$ cat src/hdl/rpd_pkg.sv
// rpd_pkg: constants and types shared by the reset and power-down block
// assumes a 250 MHz system clock and a register port with 8-bit data
package rpd_pkg;

   localparam int          CLK_MHZ          = 250;
   localparam int          RST_MIN_NS       = 1000;
   localparam int          RST_MIN_CYC      = (RST_MIN_NS * CLK_MHZ + 999) / 1000;
   localparam int          SYNC_STAGES      = 2;
   localparam logic [7:0]  PWR_CTRL_ADDR    = 8'h40;
   localparam int          PWR_RX_BIT       = 7;
   localparam int          PWR_ADC_BIT      = 6;
   localparam int          PWR_TX_BIT       = 5;
   localparam int          PWR_COAX_BIT     = 4;
   localparam int          PWR_OSC_BIT      = 3;
   localparam logic [7:0]  PWR_CTRL_MASK    = 8'hF8;
   // bit set = module running; coax amplifier starts powered down
   localparam logic [7:0]  PWR_CTRL_RESET   = 8'hE8;
   localparam int          MPIO_GROUP_W     = 4;
   localparam int          MPO_W            = 2;

   typedef struct packed {
      logic       receiverOn;
      logic       converterOn;
      logic       transmitterOn;
      logic       coaxAmpOn;
      logic       oscillatorOn;
   } rpd_power_s;

   typedef struct packed {
      logic       sysClock;
      logic       bitClock;
      logic       wordClock;
      logic       data;
   } rpd_main_port_s;

endpackage

$ cat src/hdl/rpd_reset_sync.sv
// rpd_reset_sync: asserts reset at once, releases it after a clocked chain
// assumes clk_sys keeps running while either reset source is active
`timescale 1ns/100ps
`default_nettype none
module rpd_reset_sync #(
   parameter int STAGES = 2
) (
   input  wire logic clk_sys,
   input  wire logic resetReq,
   output var  logic resetOut
);
   logic [STAGES-1:0] chain;

   always_ff @(posedge clk_sys or posedge resetReq) begin
      if (resetReq) begin
         chain <= '1;
      end else begin
         chain <= {chain[STAGES-2:0], 1'b0};
      end
   end

   assign resetOut = chain[STAGES-1];
endmodule
`default_nettype wire

$ cat src/hdl/rpd_reset_power_ctrl.sv
// rpd_reset_power_ctrl: merges power-on and pin reset, holds the power
// control register and forces the documented pin states during reset
// assumes por_n comes from the supply monitor and rst_n from the board pin
`timescale 1ns/100ps
`default_nettype none
// Function
// - pin low puts device fully powered down
// - reset returns all configuration to defaults
// - defaults: all on, coax amp off
// - power register gates modules, keeps settings
// - either reset source alone initialises device
// - supply monitor threshold starts initialisation
// - main port and outputs low, flags fixed
// - io pins released, crystal runs, coax high
module rpd_reset_power_ctrl
   import rpd_pkg::*;
#(
   parameter int MPIO_W = MPIO_GROUP_W
) (
   input  wire logic                 clk_sys,
   input  wire logic                 rst_n,
   input  wire logic                 por_n,
   input  wire logic                 regWrite,
   input  wire logic                 regRead,
   input  wire logic [7:0]           regAddr,
   input  wire logic [7:0]           regWdata,
   output var  logic [7:0]           regRdata,
   output var  logic                 deviceInReset,
   output var  rpd_power_s           modulePower,
   input  wire rpd_main_port_s       mainPortIn,
   input  wire logic                 faultIn,
   input  wire logic                 compressedIn,
   input  wire logic [MPO_W-1:0]     mpoIn,
   input  wire logic [3*MPIO_W-1:0]  mpioOutIn,
   input  wire logic [3*MPIO_W-1:0]  mpioOeIn,
   input  wire logic                 ctrlInOut,
   input  wire logic                 ctrlInOe,
   input  wire logic                 ctrlOutOut,
   input  wire logic                 ctrlOutOe,
   input  wire logic                 crystalDriveIn,
   input  wire logic [1:0]           coaxBiasIn,
   output var  rpd_main_port_s       mainPortOut,
   output var  logic                 faultFlagIrqA,
   output var  logic                 compressedFlagIrqB,
   output var  logic [MPO_W-1:0]     multipurposeOutput,
   output var  logic [MPIO_W-1:0]    multipurposeIoGroupAOut,
   output var  logic [MPIO_W-1:0]    multipurposeIoGroupAOe,
   output var  logic [MPIO_W-1:0]    multipurposeIoGroupBOut,
   output var  logic [MPIO_W-1:0]    multipurposeIoGroupBOe,
   output var  logic [MPIO_W-1:0]    multipurposeIoGroupCOut,
   output var  logic [MPIO_W-1:0]    multipurposeIoGroupCOe,
   output var  logic                 controlSerialInOut,
   output var  logic                 controlSerialInOe,
   output var  logic                 controlSerialOutOut,
   output var  logic                 controlSerialOutOe,
   output var  logic                 crystalDriveOut,
   output var  logic [1:0]           coaxInput
);
   logic       resetRequest;
   logic       inReset;
   logic [7:0] powerCtrl;
   logic [7:0] next_powerCtrl;
   logic       powerHit;
   logic       rdHit;
   logic [7:0]            next_regRdata;
   rpd_main_port_s        next_mainPortOut;
   logic                  next_faultFlagIrqA;
   logic                  next_compressedFlagIrqB;
   logic [MPO_W-1:0]      next_multipurposeOutput;
   logic [MPIO_W-1:0]     next_multipurposeIoGroupAOut;
   logic [MPIO_W-1:0]     next_multipurposeIoGroupAOe;
   logic [MPIO_W-1:0]     next_multipurposeIoGroupBOut;
   logic [MPIO_W-1:0]     next_multipurposeIoGroupBOe;
   logic [MPIO_W-1:0]     next_multipurposeIoGroupCOut;
   logic [MPIO_W-1:0]     next_multipurposeIoGroupCOe;
   logic                  next_controlSerialInOut;
   logic                  next_controlSerialInOe;
   logic                  next_controlSerialOutOut;
   logic                  next_controlSerialOutOe;

   // levels that the pins take while the device sits in reset
   localparam logic [7:0]        RDATA_IDLE       = 8'h00;
   localparam rpd_main_port_s    MAIN_PORT_RESET  = '0;
   localparam logic              FAULT_RESET      = 1'b1;
   localparam logic              COMPRESSED_RESET = 1'b0;
   localparam logic [MPO_W-1:0]  MPO_RESET        = '0;
   localparam logic [MPIO_W-1:0] MPIO_RELEASED    = '0;
   localparam logic              PIN_RELEASED     = 1'b0;
   localparam logic [1:0]        COAX_RESET       = 2'h3;

   // either source resets; por_n low until supply passes threshold
   // pin low forces reset; pulse width is the host's duty
   assign resetRequest = ~rst_n | ~por_n;

   rpd_reset_sync #(
      .STAGES   (SYNC_STAGES)
   ) u_sync (
      .clk_sys  (clk_sys),
      .resetReq (resetRequest),
      .resetOut (inReset)
   );

   // unused low bits are masked so they always read as zero
   assign powerHit       = regWrite & (regAddr == PWR_CTRL_ADDR);
   assign rdHit          = regRead & (regAddr == PWR_CTRL_ADDR);
   assign next_powerCtrl = powerHit ? (regWdata & PWR_CTRL_MASK) : powerCtrl;
   // read data idles at zero so an unaddressed read is harmless
   assign next_regRdata  = (rdHit & ~inReset) ? powerCtrl : RDATA_IDLE;

   // defaults restored in reset; writes touch nothing else
   always_ff @(posedge clk_sys) begin
      if (inReset) begin
         powerCtrl <= PWR_CTRL_RESET;
      end else begin
         powerCtrl <= next_powerCtrl;
      end
   end

   // one cycle of read latency; the data stands for as many cycles as the read is held
   always_ff @(posedge clk_sys) begin
      regRdata <= next_regRdata;
   end

   assign deviceInReset = inReset;

   // whole device down in reset, else per-module enables
   assign modulePower.receiverOn    = ~inReset & powerCtrl[PWR_RX_BIT];
   assign modulePower.converterOn   = ~inReset & powerCtrl[PWR_ADC_BIT];
   assign modulePower.transmitterOn = ~inReset & powerCtrl[PWR_TX_BIT];
   assign modulePower.coaxAmpOn     = ~inReset & powerCtrl[PWR_COAX_BIT];
   assign modulePower.oscillatorOn  = ~inReset & powerCtrl[PWR_OSC_BIT];

   // fixed levels on main port, flags and multipurpose outputs
   // levels are chosen ahead of the flops so the pins never glitch
   assign next_mainPortOut        = inReset ? MAIN_PORT_RESET  : mainPortIn;
   assign next_faultFlagIrqA      = inReset ? FAULT_RESET      : faultIn;
   assign next_compressedFlagIrqB = inReset ? COMPRESSED_RESET : compressedIn;
   assign next_multipurposeOutput = inReset ? MPO_RESET        : mpoIn;

   always_ff @(posedge clk_sys) begin
      mainPortOut <= next_mainPortOut;
   end

   always_ff @(posedge clk_sys) begin
      faultFlagIrqA <= next_faultFlagIrqA;
   end

   always_ff @(posedge clk_sys) begin
      compressedFlagIrqB <= next_compressedFlagIrqB;
   end

   always_ff @(posedge clk_sys) begin
      multipurposeOutput <= next_multipurposeOutput;
   end

   // multipurpose and serial-control pins released during reset
   // enables low in reset leave the pins floating for the board
   assign next_multipurposeIoGroupAOut = inReset ? MPIO_RELEASED : mpioOutIn[MPIO_W-1:0];
   assign next_multipurposeIoGroupAOe  = inReset ? MPIO_RELEASED : mpioOeIn[MPIO_W-1:0];
   assign next_multipurposeIoGroupBOut = inReset ? MPIO_RELEASED : mpioOutIn[2*MPIO_W-1:MPIO_W];
   assign next_multipurposeIoGroupBOe  = inReset ? MPIO_RELEASED : mpioOeIn[2*MPIO_W-1:MPIO_W];
   assign next_multipurposeIoGroupCOut = inReset ? MPIO_RELEASED : mpioOutIn[3*MPIO_W-1:2*MPIO_W];
   assign next_multipurposeIoGroupCOe  = inReset ? MPIO_RELEASED : mpioOeIn[3*MPIO_W-1:2*MPIO_W];
   assign next_controlSerialInOut      = inReset ? PIN_RELEASED  : ctrlInOut;
   assign next_controlSerialInOe       = inReset ? PIN_RELEASED  : ctrlInOe;
   assign next_controlSerialOutOut     = inReset ? PIN_RELEASED  : ctrlOutOut;
   assign next_controlSerialOutOe      = inReset ? PIN_RELEASED  : ctrlOutOe;

   always_ff @(posedge clk_sys) begin
      multipurposeIoGroupAOut <= next_multipurposeIoGroupAOut;
   end

   always_ff @(posedge clk_sys) begin
      multipurposeIoGroupAOe <= next_multipurposeIoGroupAOe;
   end

   always_ff @(posedge clk_sys) begin
      multipurposeIoGroupBOut <= next_multipurposeIoGroupBOut;
   end

   always_ff @(posedge clk_sys) begin
      multipurposeIoGroupBOe <= next_multipurposeIoGroupBOe;
   end

   always_ff @(posedge clk_sys) begin
      multipurposeIoGroupCOut <= next_multipurposeIoGroupCOut;
   end

   always_ff @(posedge clk_sys) begin
      multipurposeIoGroupCOe <= next_multipurposeIoGroupCOe;
   end

   // serial-control pins stay released until the core asks for them
   always_ff @(posedge clk_sys) begin
      controlSerialInOut <= next_controlSerialInOut;
   end

   always_ff @(posedge clk_sys) begin
      controlSerialInOe <= next_controlSerialInOe;
   end

   always_ff @(posedge clk_sys) begin
      controlSerialOutOut <= next_controlSerialOutOut;
   end

   always_ff @(posedge clk_sys) begin
      controlSerialOutOe <= next_controlSerialOutOe;
   end

   // crystal drive stays live; coax inputs sit high in reset
   // the crystal path is combinational so crystal drive never stops, even in reset
   assign crystalDriveOut = crystalDriveIn;
   // limitation: the coax level follows the bias input with no latency
   assign coaxInput       = inReset ? COAX_RESET : coaxBiasIn;
endmodule
`default_nettype wire

$ cat config.mk
export PLATFORM = sky130hd
export DESIGN_NAME = rpd_reset_power_ctrl
export DESIGN_NICKNAME = d
export VERILOG_FILES = /design/src/hdl/rpd_pkg.sv /design/src/hdl/rpd_reset_sync.sv /design/src/hdl/rpd_reset_power_ctrl.sv
export SDC_FILE = /design/constraint.sdc
export NUM_CORES = 1
export LEC_CHECK = 0
export BUFFER_PORTS_ARGS = -buffer_cell sky130_fd_sc_hd__buf_2
export CORE_MARGIN = 3
export CORE_UTILIZATION = 30
export CTS_BUF_LIST = sky130_fd_sc_hd__clkbuf_16
export DETAILED_ROUTE_END_ITERATION = 10
export PLACE_DENSITY = 0.6
export SLEW_MARGIN = 20
export SYNTH_ARGS = -nofsm -noshare
export SYNTH_HDL_FRONTEND = slang
export SYNTH_SLANG_ARGS = --single-unit
$ cat constraint.sdc
create_clock -name clk_sys -period 1.2 [get_ports clk_sys]
set_clock_uncertainty 0.1 [all_clocks]
set_input_delay 0.06 -clock clk_sys [delete_from_list [all_inputs] [get_ports clk_sys]]
set_output_delay 0.06 -clock clk_sys [all_outputs]
set_load 0.05 [all_outputs]
# ---- Word level (Yosys, flattened, before mapping)
# Index checks and enable logic that the tools add are counted.
# W data, S select, Z words.
dict set report totals {
  ff_bits 48
  word_cells 34
  out_inout_bits 53
}
dict set report classes {
  n_mux 1
  n_eq_ne 1
  n_bitwise 12
}
# operator count
set op_table {}
lappend op_table {{$and A1 B1 Y1} 8}
lappend op_table {{$eq A8 B7 Y1 const B} 1}
lappend op_table {{$not A1 Y1} 3}
lappend op_table {{$mux W2} 1}
lappend op_table {{$or A1 B1 Y1} 1}

# ---- Depth between registers and ports, before layout
# Gate-level depths: netlist of run 1.
dict set report depth {
  word_depth 3
  ltp_mapped 3
  mapped_depth_nobuf 3
}

# ---- Modules after synthesis
# From an unflattened synthesis of run 1, not the netlist that was laid out.
dict set report unflattened {
  hier_cells 127
  area_unflattened_um2 1505.2
}
# module cells_each instances area_per_inst_um2 seq_area_each_um2
set by_module_without_submodules {}
lappend by_module_without_submodules {rpd_reset_power_ctrl 123 1 1445.1 920.9}
lappend by_module_without_submodules {rpd_reset_sync 4 1 60.1 52.6}

# ---- Worst setup path before layout of run 1
# OpenSTA, ideal clock, no wires.
dict set report synth_timing {
  path_kind {register to register}
  startpoint {register u_sync.chain[1]}
  endpoint {register powerCtrl[4]}
  arrival_time_ns 1.504
  required_time_ns 1.037
  setup_time_ns 0.063
  path_slack_ns -0.467
  path_buffers 0
  stages_incl_launch_ff 3
  cell_sequence {dfstp_2 -> nor2b_1 -> mux2_4}
}
# item line
set synth_lines {}
lappend synth_lines {{from (decl)} rpd_reset_sync.sv:12} ;# logic [STAGES-1:0] chain;
lappend synth_lines {{from (signal assigned)} rpd_reset_sync.sv:18} ;# chain <= {chain[STAGES-2:0], 1'b0};
lappend synth_lines {{to (signal assigned)} rpd_reset_power_ctrl.sv:115} ;# powerCtrl <= next_powerCtrl;
lappend synth_lines {{to (decl)} rpd_reset_power_ctrl.sv:61} ;# logic [7:0] powerCtrl;

# ---- Final worst setup path of run 1
dict set report layout_timing {
  startpoint {register u_sync.chain[1]}
  endpoint {output port coaxInput[0]}
}
dict set report layout_between {
  elab_chain_cells 1
}
# item line
set layout_lines {}
lappend layout_lines {{$mux W2} rpd_reset_power_ctrl.sv:214} ;# assign coaxInput = inReset ? COAX_RESET : coaxBiasIn;
lappend layout_lines {{to (decl)} rpd_reset_power_ctrl.sv:57} ;# output var logic [1:0] coaxInput
# Every way passes these cells.

==> results_dict.tcl, run 1 <==
set metrics [dict create \
    status "complete, but fails checks" \
    violations "negative setup slack" \
    ant_nets 0 \
    n_fill_cell 400 \
    multi_input_area_um2 531.8 \
    syn_inst 125 \
    critical_path.endpoint_type "output port" \
    core_area_um2 4786 \
    postRouteWirelength_um 4336 \
    clk_pin_slew_ns 0.06 \
    cp_max_fo 6 \
    hold_violations 0 \
    rsz0062_at_grt "true" \
    area_delta_synth_final_pct 92.06 \
    synth.distinct_cells 15 \
    grt_pass1_wl_um 6810 \
    routedWlPerCell_um 12.35 \
    die_w_um 76.66 \
    rr_worst_depth 4 \
    regArea_um2 977.2 \
    initial_utilization_pct 31.29 \
    grt_max_degree 17 \
    io_pins 113 \
    cts_tree "done" \
    syn-mean-instance-area_um2 11.98 \
    ys_ff_latch 48 \
    crit_type "reg -> out" \
    drc_errors 0 \
    synth_top_area_share_pct 61.49 \
    firstDrtPassIters 4 \
    drt_iter0_drc 37 \
    clock_latency_ns 0.28 \
    grt_overflow_total 0 \
    critPathLaunchType "flip-flop" \
    grt_pass1_vias 1377 \
    setup-violations-final 43 \
    root_buffer "clkbuf_16" \
    slew_violations 0 \
    portBuffers 104 \
    synth-seq-area-share_pct 65.00 \
    max_freq_mhz 677.9 \
    p_leak_nw 1.439 \
    synth_area_leaders "dfxtp_1 (61%), nor2b_1 (17%), dfstp_2 (3.5%)" \
    cts_buffers 5 \
    avgViaCountPerCell 3.877 \
    synth_area_leader_cell "dfxtp_1" \
    die_area_um2 5876 \
    cts.sinks 48 \
    fin_crit_sh_pct 122.9 \
    gp_congestion 0.6792 \
    layout-drive-gt1-share_pct 48.94 \
    cap_violations 0 \
    htreeDepth 2 \
    critPathArrivalTime_ns 1.32 \
    chipHeight_um 76.66 \
    post-place-ws_ns -0.08074 \
    vias 1361 \
    hold_class "in -> reg" \
    cts_buffer_depth 2 \
    min_period_ns 1.475 \
    design_area_um2 2877 \
    grt.total_usage_pct 15.19 \
    powerDensity_nw_per_um2 1361 \
    final_nets 343 \
    place_area_um2 2173 \
    ir_drop_mv 0.6280 \
    worst_slack_ns -0.2752 \
    power.total_mw 3.915 \
    yosys_warnings 0 \
    grt_antenna_before_repair 0 \
    diodes 0 \
    worstPathRequired_ns 1.04 \
    std_cell_rows 25 \
    synthesis.area_um2 1498 \
    place_hpwl_um 2904 \
    whs_path_depth 3 \
]
[cell usage in the layout (no fill, tap or decap), drive strengths merged]
master       count
buf            115
dfxtp           46
dlygate4sd3     42
nor2b           41
nor2             8
clkbuf           6
and2             6
mux2i            4
conb             4
or2              3
clkinv           2
dfstp            2
nor4b            1
nor4             1
nand3            1
mux2             1
and4b            1
[routing by layer]
metal / track usage, % / share of wire, % / up-vias
li1: - / - / 693
met1: 15.27 / 38 / 596
met2: 29.00 / 54 / 66
met3: 4.460 / 6.3 / 6
met4: 6.159 / 1.4 / 0
met5: 0 / 0 / -
[report_power, final]
part / switching, mW / internal, mW / total (mW)
clock network: 0.595 / 0.905 / 1.50
registers: 0.0189 / 1.67 / 1.68
logic: 0.429 / 0.301 / 0.730
[layout make-up]
cell class	instances	share of cell area, %
timing repair buffer	157	38.80
clock inverter	2	0.6090
multi-input combinational	71	18.49
tap	67	2.914
sequential	48	33.97
clock buffer	6	5.220
[registers in the layout, summed over array words and instances (netlist names)]
signal                   cells
multipurposeIoGroupCOut      4
mainPortOut                  4
powerCtrl                    5
compressedFlagIrqB           1
controlSerialInOe            1
controlSerialInOut           1
controlSerialOutOut          1
multipurposeIoGroupBOe       4
multipurposeOutput           2
regRdata                     5
multipurposeIoGroupCOe       4
faultFlagIrqA                1
multipurposeIoGroupBOut      4
multipurposeIoGroupAOut      4
multipurposeIoGroupAOe       4
controlSerialOutOe           1
u_sync.chain                 2
[per-stage QoR]
step	setup TNS, ns	util (%)	instances	hold WS, ns
5_1_grt	-5.203	60.10	351	0.01907
4_1_cts	-3.004	59.63	350	0.01714
3_3_place_gp	-0.6030	45.41	298	0.02126
6_report	-3.422	60.10	351	0.01625
3_5_place_dp	-0.7695	45.41	298	0.02126
2_1_floorplan	-1.586	-	128	-0.05751
[cells in the mapped netlist]
| library cell | count |
|---|---|
| and2_1 | 6 |
| and4b_2 | 1 |
| buf_4 | 4 |
| clkbuf_1 | 5 |
| conb_1 | 1 |
| dfstp_2 | 2 |
| dfxtp_1 | 46 |
| mux2_4 | 1 |
| mux2i_1 | 4 |
| nand3_4 | 1 |
| nor2_1 | 8 |
| nor2b_1 | 41 |
| nor4_4 | 1 |
| nor4b_4 | 1 |
| or2_2 | 3 |
[path summary, 6_finish.rpt]
check	end	startpoint	slack [ns]
min in group asynchronous	u_sync.chain[0]	rst_n	0.27
setup / recovery	coaxInput[0]	u_sync.chain[1]	-0.28
hold reg to reg	u_sync.chain[1]	u_sync.chain[0]	0.26
hold / removal	powerCtrl[4]	regWrite	0.02
max in group asynchronous	u_sync.chain[0]	por_n	0.17
setup reg to reg	powerCtrl[7]	u_sync.chain[1]	-0.08
[cell families (layout without fill, tap and decap cells)]
kind of cell           count (synthesis)  in the layout  synth area share, %
buffers and inverters                  9            165                3.258
flip-flops                            48             48                65.00
multiplexers                           5              5                3.676
other                                  1              4               0.2504
AND/OR/NAND/NOR                       62             62                27.82
[critical path, cell delays in order (launching register included)]
cell and delay [ns]:
dfstp_4 0.66, buf_12 0.12, or2_4 0.11, buf_8 0.13
[what timing repair did]
| item | 4_1_cts | 5_1_grt |
|---|---|---|
| hold buffers | 42 | 0 |
| buffers inserted | 2 | 2 |
| hold endpoints to repair | 42 | 0 |
| setup endpoints to repair | 29 | 38 |
| pin swaps | 1 | 1 |
| gates resized for setup | 23 | 5 |
Power figures use the tool's default switching activity.
==> run 2, diff against run 1 <==
Settings changed: SETUP_SLACK_MARGIN from default to 0.15, SYNTH_HIERARCHICAL from default to 1.
==> run 2 against run 1 <==
Effect of this change:
- the flow still finishes with violations (negative setup slack)
- first-iteration DRC count shrank 38%
- critical path depth stayed put
- clock power decreased by 11%
- die area rose by 0.46%
- register-to-register slack lost 0.10 ns
- global-route usage is 0.077 points higher
- final cell count grew 1.1%
- wire length shrank 1.5%
- setup slack better by 0.040 ns
- hold slack improved by 0.0038 ns
- clock-buffer cell count shrank 1
- via count up 4.4%
- largest cell class unchanged
==> results_dict.tcl, run 2 <==
set metrics [dict create \
    layout-drive-gt1-share_pct 48.96 \
    root_buffer "clkbuf_16" \
    async_flop_share_pct 4.167 \
    grt_overflow_total 0 \
    initial_utilization_pct 31.45 \
    critical_path.endpoint_type "output port" \
    status "complete, but fails checks" \
    tns_ns -6.384 \
    ant_nets 0 \
    synth_most_common_cell "dfxtp_1" \
    p_comb_share_pct 20.4 \
    p_sw_mw 1.021 \
    grt_pass1_vias 1599 \
    utilization_pct 62.17 \
    cts_buffer_depth 2 \
    synth-seq-area-share_pct 64.67 \
    post-place-ws_ns -0.07945 \
    final_nets 347 \
    vias 1421 \
    std_cell_rows 25 \
    grt.total_usage_pct 15.27 \
    power.total_mw 3.791 \
    hold_violations 0 \
    pwr-share-clk_pct 35.1 \
    reg.largest.list "powerCtrl x5, regRdata x5" \
    firstDrtPassIters 3 \
    crit_type "reg -> out" \
    cp_max_fo 8 \
    cts.sinks 48 \
    path_cells "buf_6 -> nor2b_4 -> buf_6" \
    avgViaCountPerCell 4.003 \
    diodes 0 \
    crit_family "flip-flops" \
    grt_max_degree 16 \
    synth_area_leaders "dfxtp_1 (61%), nor2b_1 (17%), dfstp_2 (3.5%)" \
    slew_violations 0 \
    setup-violations-final 52 \
    die_area_um2 5903 \
    cts_buffers 5 \
    htreeDepth 2 \
    p_seq_share_pct 44.5 \
    cts_tree "done" \
    final_cell_mix "buf_2 (87), dfxtp_1 (46), dlygate4sd3_1 (43), nor2b_1 (35), clkbuf_4 (9)" \
    grt_pass1_wl_um 7169 \
    n_fill_cell 388 \
    rsz0062_at_grt "true" \
    min_period_ns 1.435 \
    ys_ff_latch 48 \
    synth.distinct_cells 18 \
    cp_common_cell "buf_6" \
    intPower_mw 2.770 \
    cap_violations 0 \
    synthFlopType "dfxtp_1" \
    syn-mean-instance-area_um2 11.85 \
    final_common_cell "buf_2" \
    chipHeight_um 76.83 \
    grt_antenna_before_repair 0 \
    critPathArrivalTime_ns 1.27 \
    max_freq_mhz 696.9 \
    core_area_um2 4786 \
    clk_pin_slew_ns 0.06 \
    violations "negative setup slack" \
    syn_inst 127 \
    synthesis.area_um2 1505 \
    io_pins 113 \
    die_w_um 76.83 \
    critPathMaxStageDelay_ns 0.67 \
    worst_slack_ns -0.2350 \
    swShare_pct 26.94 \
    critPathLaunchType "flip-flop" \
    yosys_warnings 6 \
    holdWs_ns 0.02002 \
    worstPathRequired_ns 1.04 \
    worstPathBufferInverterCount 2 \
    area_delta_synth_final_pct 97.67 \
    reg2reg_slack_ns -0.18 \
    routedWlPerCell_um 12.03 \
    slowest_stage "dfstp_4" \
    synth_top_area_share_pct 61.18 \
    postRouteWirelength_um 4269 \
    drt_iter0_drc 23 \
    clock_latency_ns 0.28 \
    synth_common_cells "dfxtp_1 (46), nor2b_1 (41), nor2_1 (8), clkbuf_1 (5)" \
    ir_drop_mv 0.8750 \
    gp_congestion 0.7028 \
    drc_errors 0 \
    hold_class "in -> out" \
    powerDensity_nw_per_um2 1274 \
    portBuffers 104 \
    place_hpwl_um 2581 \
    synth_edf_count 0 \
    p_leak_nw 1.477 \
    synth_area_leader_cell "dfxtp_1" \
    fin_crit_sh_pct 119.6 \
]
-- run 2: power groups by stage --
stage / registers, mW / logic [mW] / clock network [mW]
2_1_floorplan: 1.96 / 0.169 / 0
3_3_place_gp: 1.72 / 0.569 / 0
3_5_place_dp: 1.72 / 0.572 / 0
4_1_cts: 1.69 / 0.760 / 1.38
5_1_grt: 1.69 / 0.818 / 1.45
6_report: 1.69 / 0.775 / 1.33
-- run 2: area by class of cell --
cell class              count  area, µm²  share of cell area, %
flip-flops and latches     48      977.2                  32.84
multi-input cells          71      533.0                  17.91
repair buffers            160       1234                  41.46
clock buffers               5      125.1                  4.205
clock inverters             3      18.77                 0.6308
inverters                   1      3.754                 0.1262
well taps                  67      83.83                  2.817
-- run 2: cells by family after synthesis --
kind of cell,Yosys count,share of synthesized area [%]
other,2,0.4989
DFF,48,64.67
and+or+nand+nor,62,27.68
buffers and inverters,10,3.491
muxes,5,3.657
-- run 2: stage by stage --
step | cells | instance area (µm²)
finish | 355 | 2975
global route | 355 | 2975
CTS | 353 | 2928
detailed placement | 296 | 2152
global placement | 296 | 2152
floorplan | 129 | 1567
-- run 2: layer usage --
metal | vias to the layer above | global-route usage (%) | wire, µm
met4 | 0 | 4.891 | 57
li1 | 700 | - | -
met2 | 63 | 29.88 | 2363
met3 | 6 | 5.634 | 330
met1 | 652 | 14.43 | 1517
met5 | - | 0 | 0
-- run 2: final timing paths --
path,startpoint,to,cells past startpoint
setup / recovery,u_sync/chain[1],modulePower[4],3
hold reg to reg,u_sync/chain[0],u_sync/chain[1],0
setup reg to reg,u_sync/chain[1],powerCtrl[4],4
min in group asynchronous,por_n,u_sync/chain[1],4
hold / removal,crystalDriveIn,crystalDriveOut,0
max in group asynchronous,rst_n,u_sync/chain[0],4
-- run 2: timing repair --
action / 4_1_cts / 5_1_grt
gates resized for setup: 28 / 13
gates cloned: 2 / 0
setup endpoints to repair: 53 / 64
setup buffers: 4 / 2
endpoints found under the hold margin: 43 / 2
hold buffers: 43 / 1
pin swaps: 0 / 2
-- run 2: worst register-to-register path, cell delays in order (launching register included) --
cell and delay (ns):
dfstp_4 0.67, buf_6 0.12, buf_4 0.10, nor2b_2 0.03, mux2_4 0.25
==> run 3, diff against run 2 <==
Settings changed: CORE_UTILIZATION 30 to 39, PLACE_DENSITY 0.6 to 0.75.
==> run 3 against run 2 <==
Effect of this change:
- the flow still finishes with violations (negative setup slack)
- core utilization is 27 points higher
- wire length is 21% higher
- final cell count is 4.5% lower
- first-iteration DRC count is 39% higher
- sequential power hardly changed
- cell area is 5.4% higher
- setup slack worse by 0.024 ns
- via count is 3.7% higher
- critical path depth stayed put
- sequential share of layout area is 1.7 points lower
- critical path type unchanged
- largest cell class unchanged
==> results_dict.tcl, run 3 (synthesis gave the netlist of run 2 again) <==
set metrics [dict create \
    path_cells "buf_6 -> or2_4 -> buf_8" \
    slew_violations 0 \
    clock_latency_ns 0.28 \
    setup-violations-final 54 \
    critPathLaunchType "flip-flop" \
    cts_tree "done" \
    root_buffer "clkbuf_16" \
    slowest_stage "dfstp_4" \
    grt_overflow_total 0 \
    whs_endpoint "crystalDriveOut" \
    min_period_ns 1.459 \
    worstPathBufferInverterCount 2 \
    rsz0062_at_grt "true" \
    grt_pass1_wl_um 7438 \
    layout-drive-gt1-share_pct 55.29 \
    diodes 0 \
    clk_pin_slew_ns 0.06 \
    grt_antenna_before_repair 0 \
    cap_violations 0 \
    powerDensity_nw_per_um2 1295 \
    final_cell_mix "buf_2 (91), dfxtp_1 (46), dlygate4sd3_1 (43), nor2b_1 (23), nor2b_4 (18)" \
    worstPathRequired_ns 1.04 \
    fin_crit_sh_pct 121.6 \
    ir_drop_mv 0.9114 \
    rr_worst_depth 4 \
    cts.sinks 48 \
    power.total_mw 4.061 \
    grt_pass1_vias 1626 \
    worst_slack_ns -0.2589 \
    cts_buffer_depth 2 \
    reg2reg_from "u_sync/chain[1]" \
    reg.largest.list "powerCtrl x5, regRdata x5" \
    finalNonFillerCells 339 \
    tns_ns -9.038 \
    std_cell_rows 21 \
    avgViaCountPerCell 4.348 \
    portBuffers 104 \
    critical_path.endpoint_type "output port" \
    drt_iter0_drc 32 \
    drc_errors 0 \
    gp_congestion 0.6437 \
    hold_violations 0 \
    place_hpwl_um 2667 \
    final_nets 352 \
    critPathMaxStageDelay_ns 0.66 \
    p_leak_nw 1.589 \
    hp-start "crystalDriveIn" \
    initial_utilization_pct 42.75 \
    die_area_um2 4641 \
    area_delta_synth_final_pct 108.3 \
    status "complete, but fails checks" \
    io_pins 113 \
    cts_buffers 5 \
    postRouteWirelength_um 5186 \
    reg2reg_slack_ns -0.26 \
    grt_max_degree 15 \
    crit_family "flip-flops" \
    violations "negative setup slack" \
    crit_type "reg -> out" \
    core_area_um2 3521 \
    htreeDepth 2 \
    whs_path_depth 0 \
    r2r_end "regRdata[6]" \
    utilization_pct 89.05 \
    hold_class "in -> out" \
    swShare_pct 25.63 \
    vias 1474 \
    critPathArrivalTime_ns 1.30 \
    die_w_um 68.13 \
    routedWlPerCell_um 15.30 \
    p_sw_mw 1.041 \
    placedCellCount 275 \
    max_freq_mhz 685.5 \
    intPower_mw 3.020 \
    final_common_cell "buf_2" \
    cp_max_fo 5 \
    p_comb_share_pct 21.2 \
    chipHeight_um 68.13 \
    grt.total_usage_pct 22.51 \
    firstDrtPassIters 4 \
    p_seq_share_pct 41.6 \
    ant_nets 0 \
    crit_start "u_sync/chain[1]" \
    pwr-share-clk_pct 37.2 \
]
[run 3: changes by cell type in the layout (fill, tap and decap cells not counted), moves of 4 or more]
cell      change
buf_6         +4
nor2_2        +4
clkbuf_4      -4
buf_2         +4
nor2_1        -4
nor2b_1      -12
nor2b_4      +13
[run 3: timing repair]
| item | CTS | global route |
|---|---|---|
| hold buffers | 43 | 1 |
| pin swaps | 1 | 1 |
| buffers inserted | 10 | 1 |
| gates cloned | 2 | 0 |
| gates resized for setup | 41 | 31 |
| endpoints found under the setup margin | 54 | 61 |
| hold endpoints to repair | 43 | 2 |
[run 3: power groups by stage]
stage / combinational [mW] / clock [mW] / sequential, mW
CTS: 0.790 / 1.53 / 1.68
global placement: 0.570 / 0 / 1.72
global route: 0.902 / 1.60 / 1.69
finish: 0.862 / 1.51 / 1.69
floorplan: 0.169 / 0 / 1.96
detailed placement: 0.577 / 0 / 1.72
[run 3: worst register-to-register path, delay by kind of cell (launching register included)]
| family | cells | cell delay, ns |
|---|---|---|
| buf+inv | 2 | 0.22 |
| flops | 1 | 0.66 |
| simple gates | 2 | 0.37 |
[run 3: final cells by class]
class	count	area [µm²]
multi-input cells	71	639.4
fillers	168	385.4
well taps	46	57.56
inverters	1	3.754
flip-flops and latches	48	977.2
repair buffers	165	1294
clock buffers	5	125.1
clock inverters	3	38.79
[run 3: how the worst max path moves through the flow]
stage	end	cells past startpoint
after floorplan	powerCtrl[4]	2
after global placement	regRdata[6]	2
after detailed placement	regRdata[5]	2
after CTS	coaxInput[0]	3
after global routing	regRdata[6]	4
final	coaxInput[0]	3
[run 3: layer usage]
layer  part of all wire, %  GRT usage [%]
met1                    35          21.47
met2                    57          44.65
met3                   8.1          8.867
met4                  0.44          4.467
met5                     0              0
[run 3: through the flow]
| stage | hold WS (ns) | cell area (µm²) | worst slack (ns) |
|---|---|---|---|
| 2_1_floorplan | -0.09129 | 1567 | -0.1279 |
| 3_3_place_gp | 0.02059 | 2138 | -0.04979 |
| 3_5_place_dp | 0.02059 | 2138 | -0.07576 |
| 4_1_cts | 0.02059 | 3002 | -0.2469 |
| 5_1_grt | 0.02007 | 3136 | -0.3061 |
| 6_report | 0.02002 | 3136 | -0.2589 |
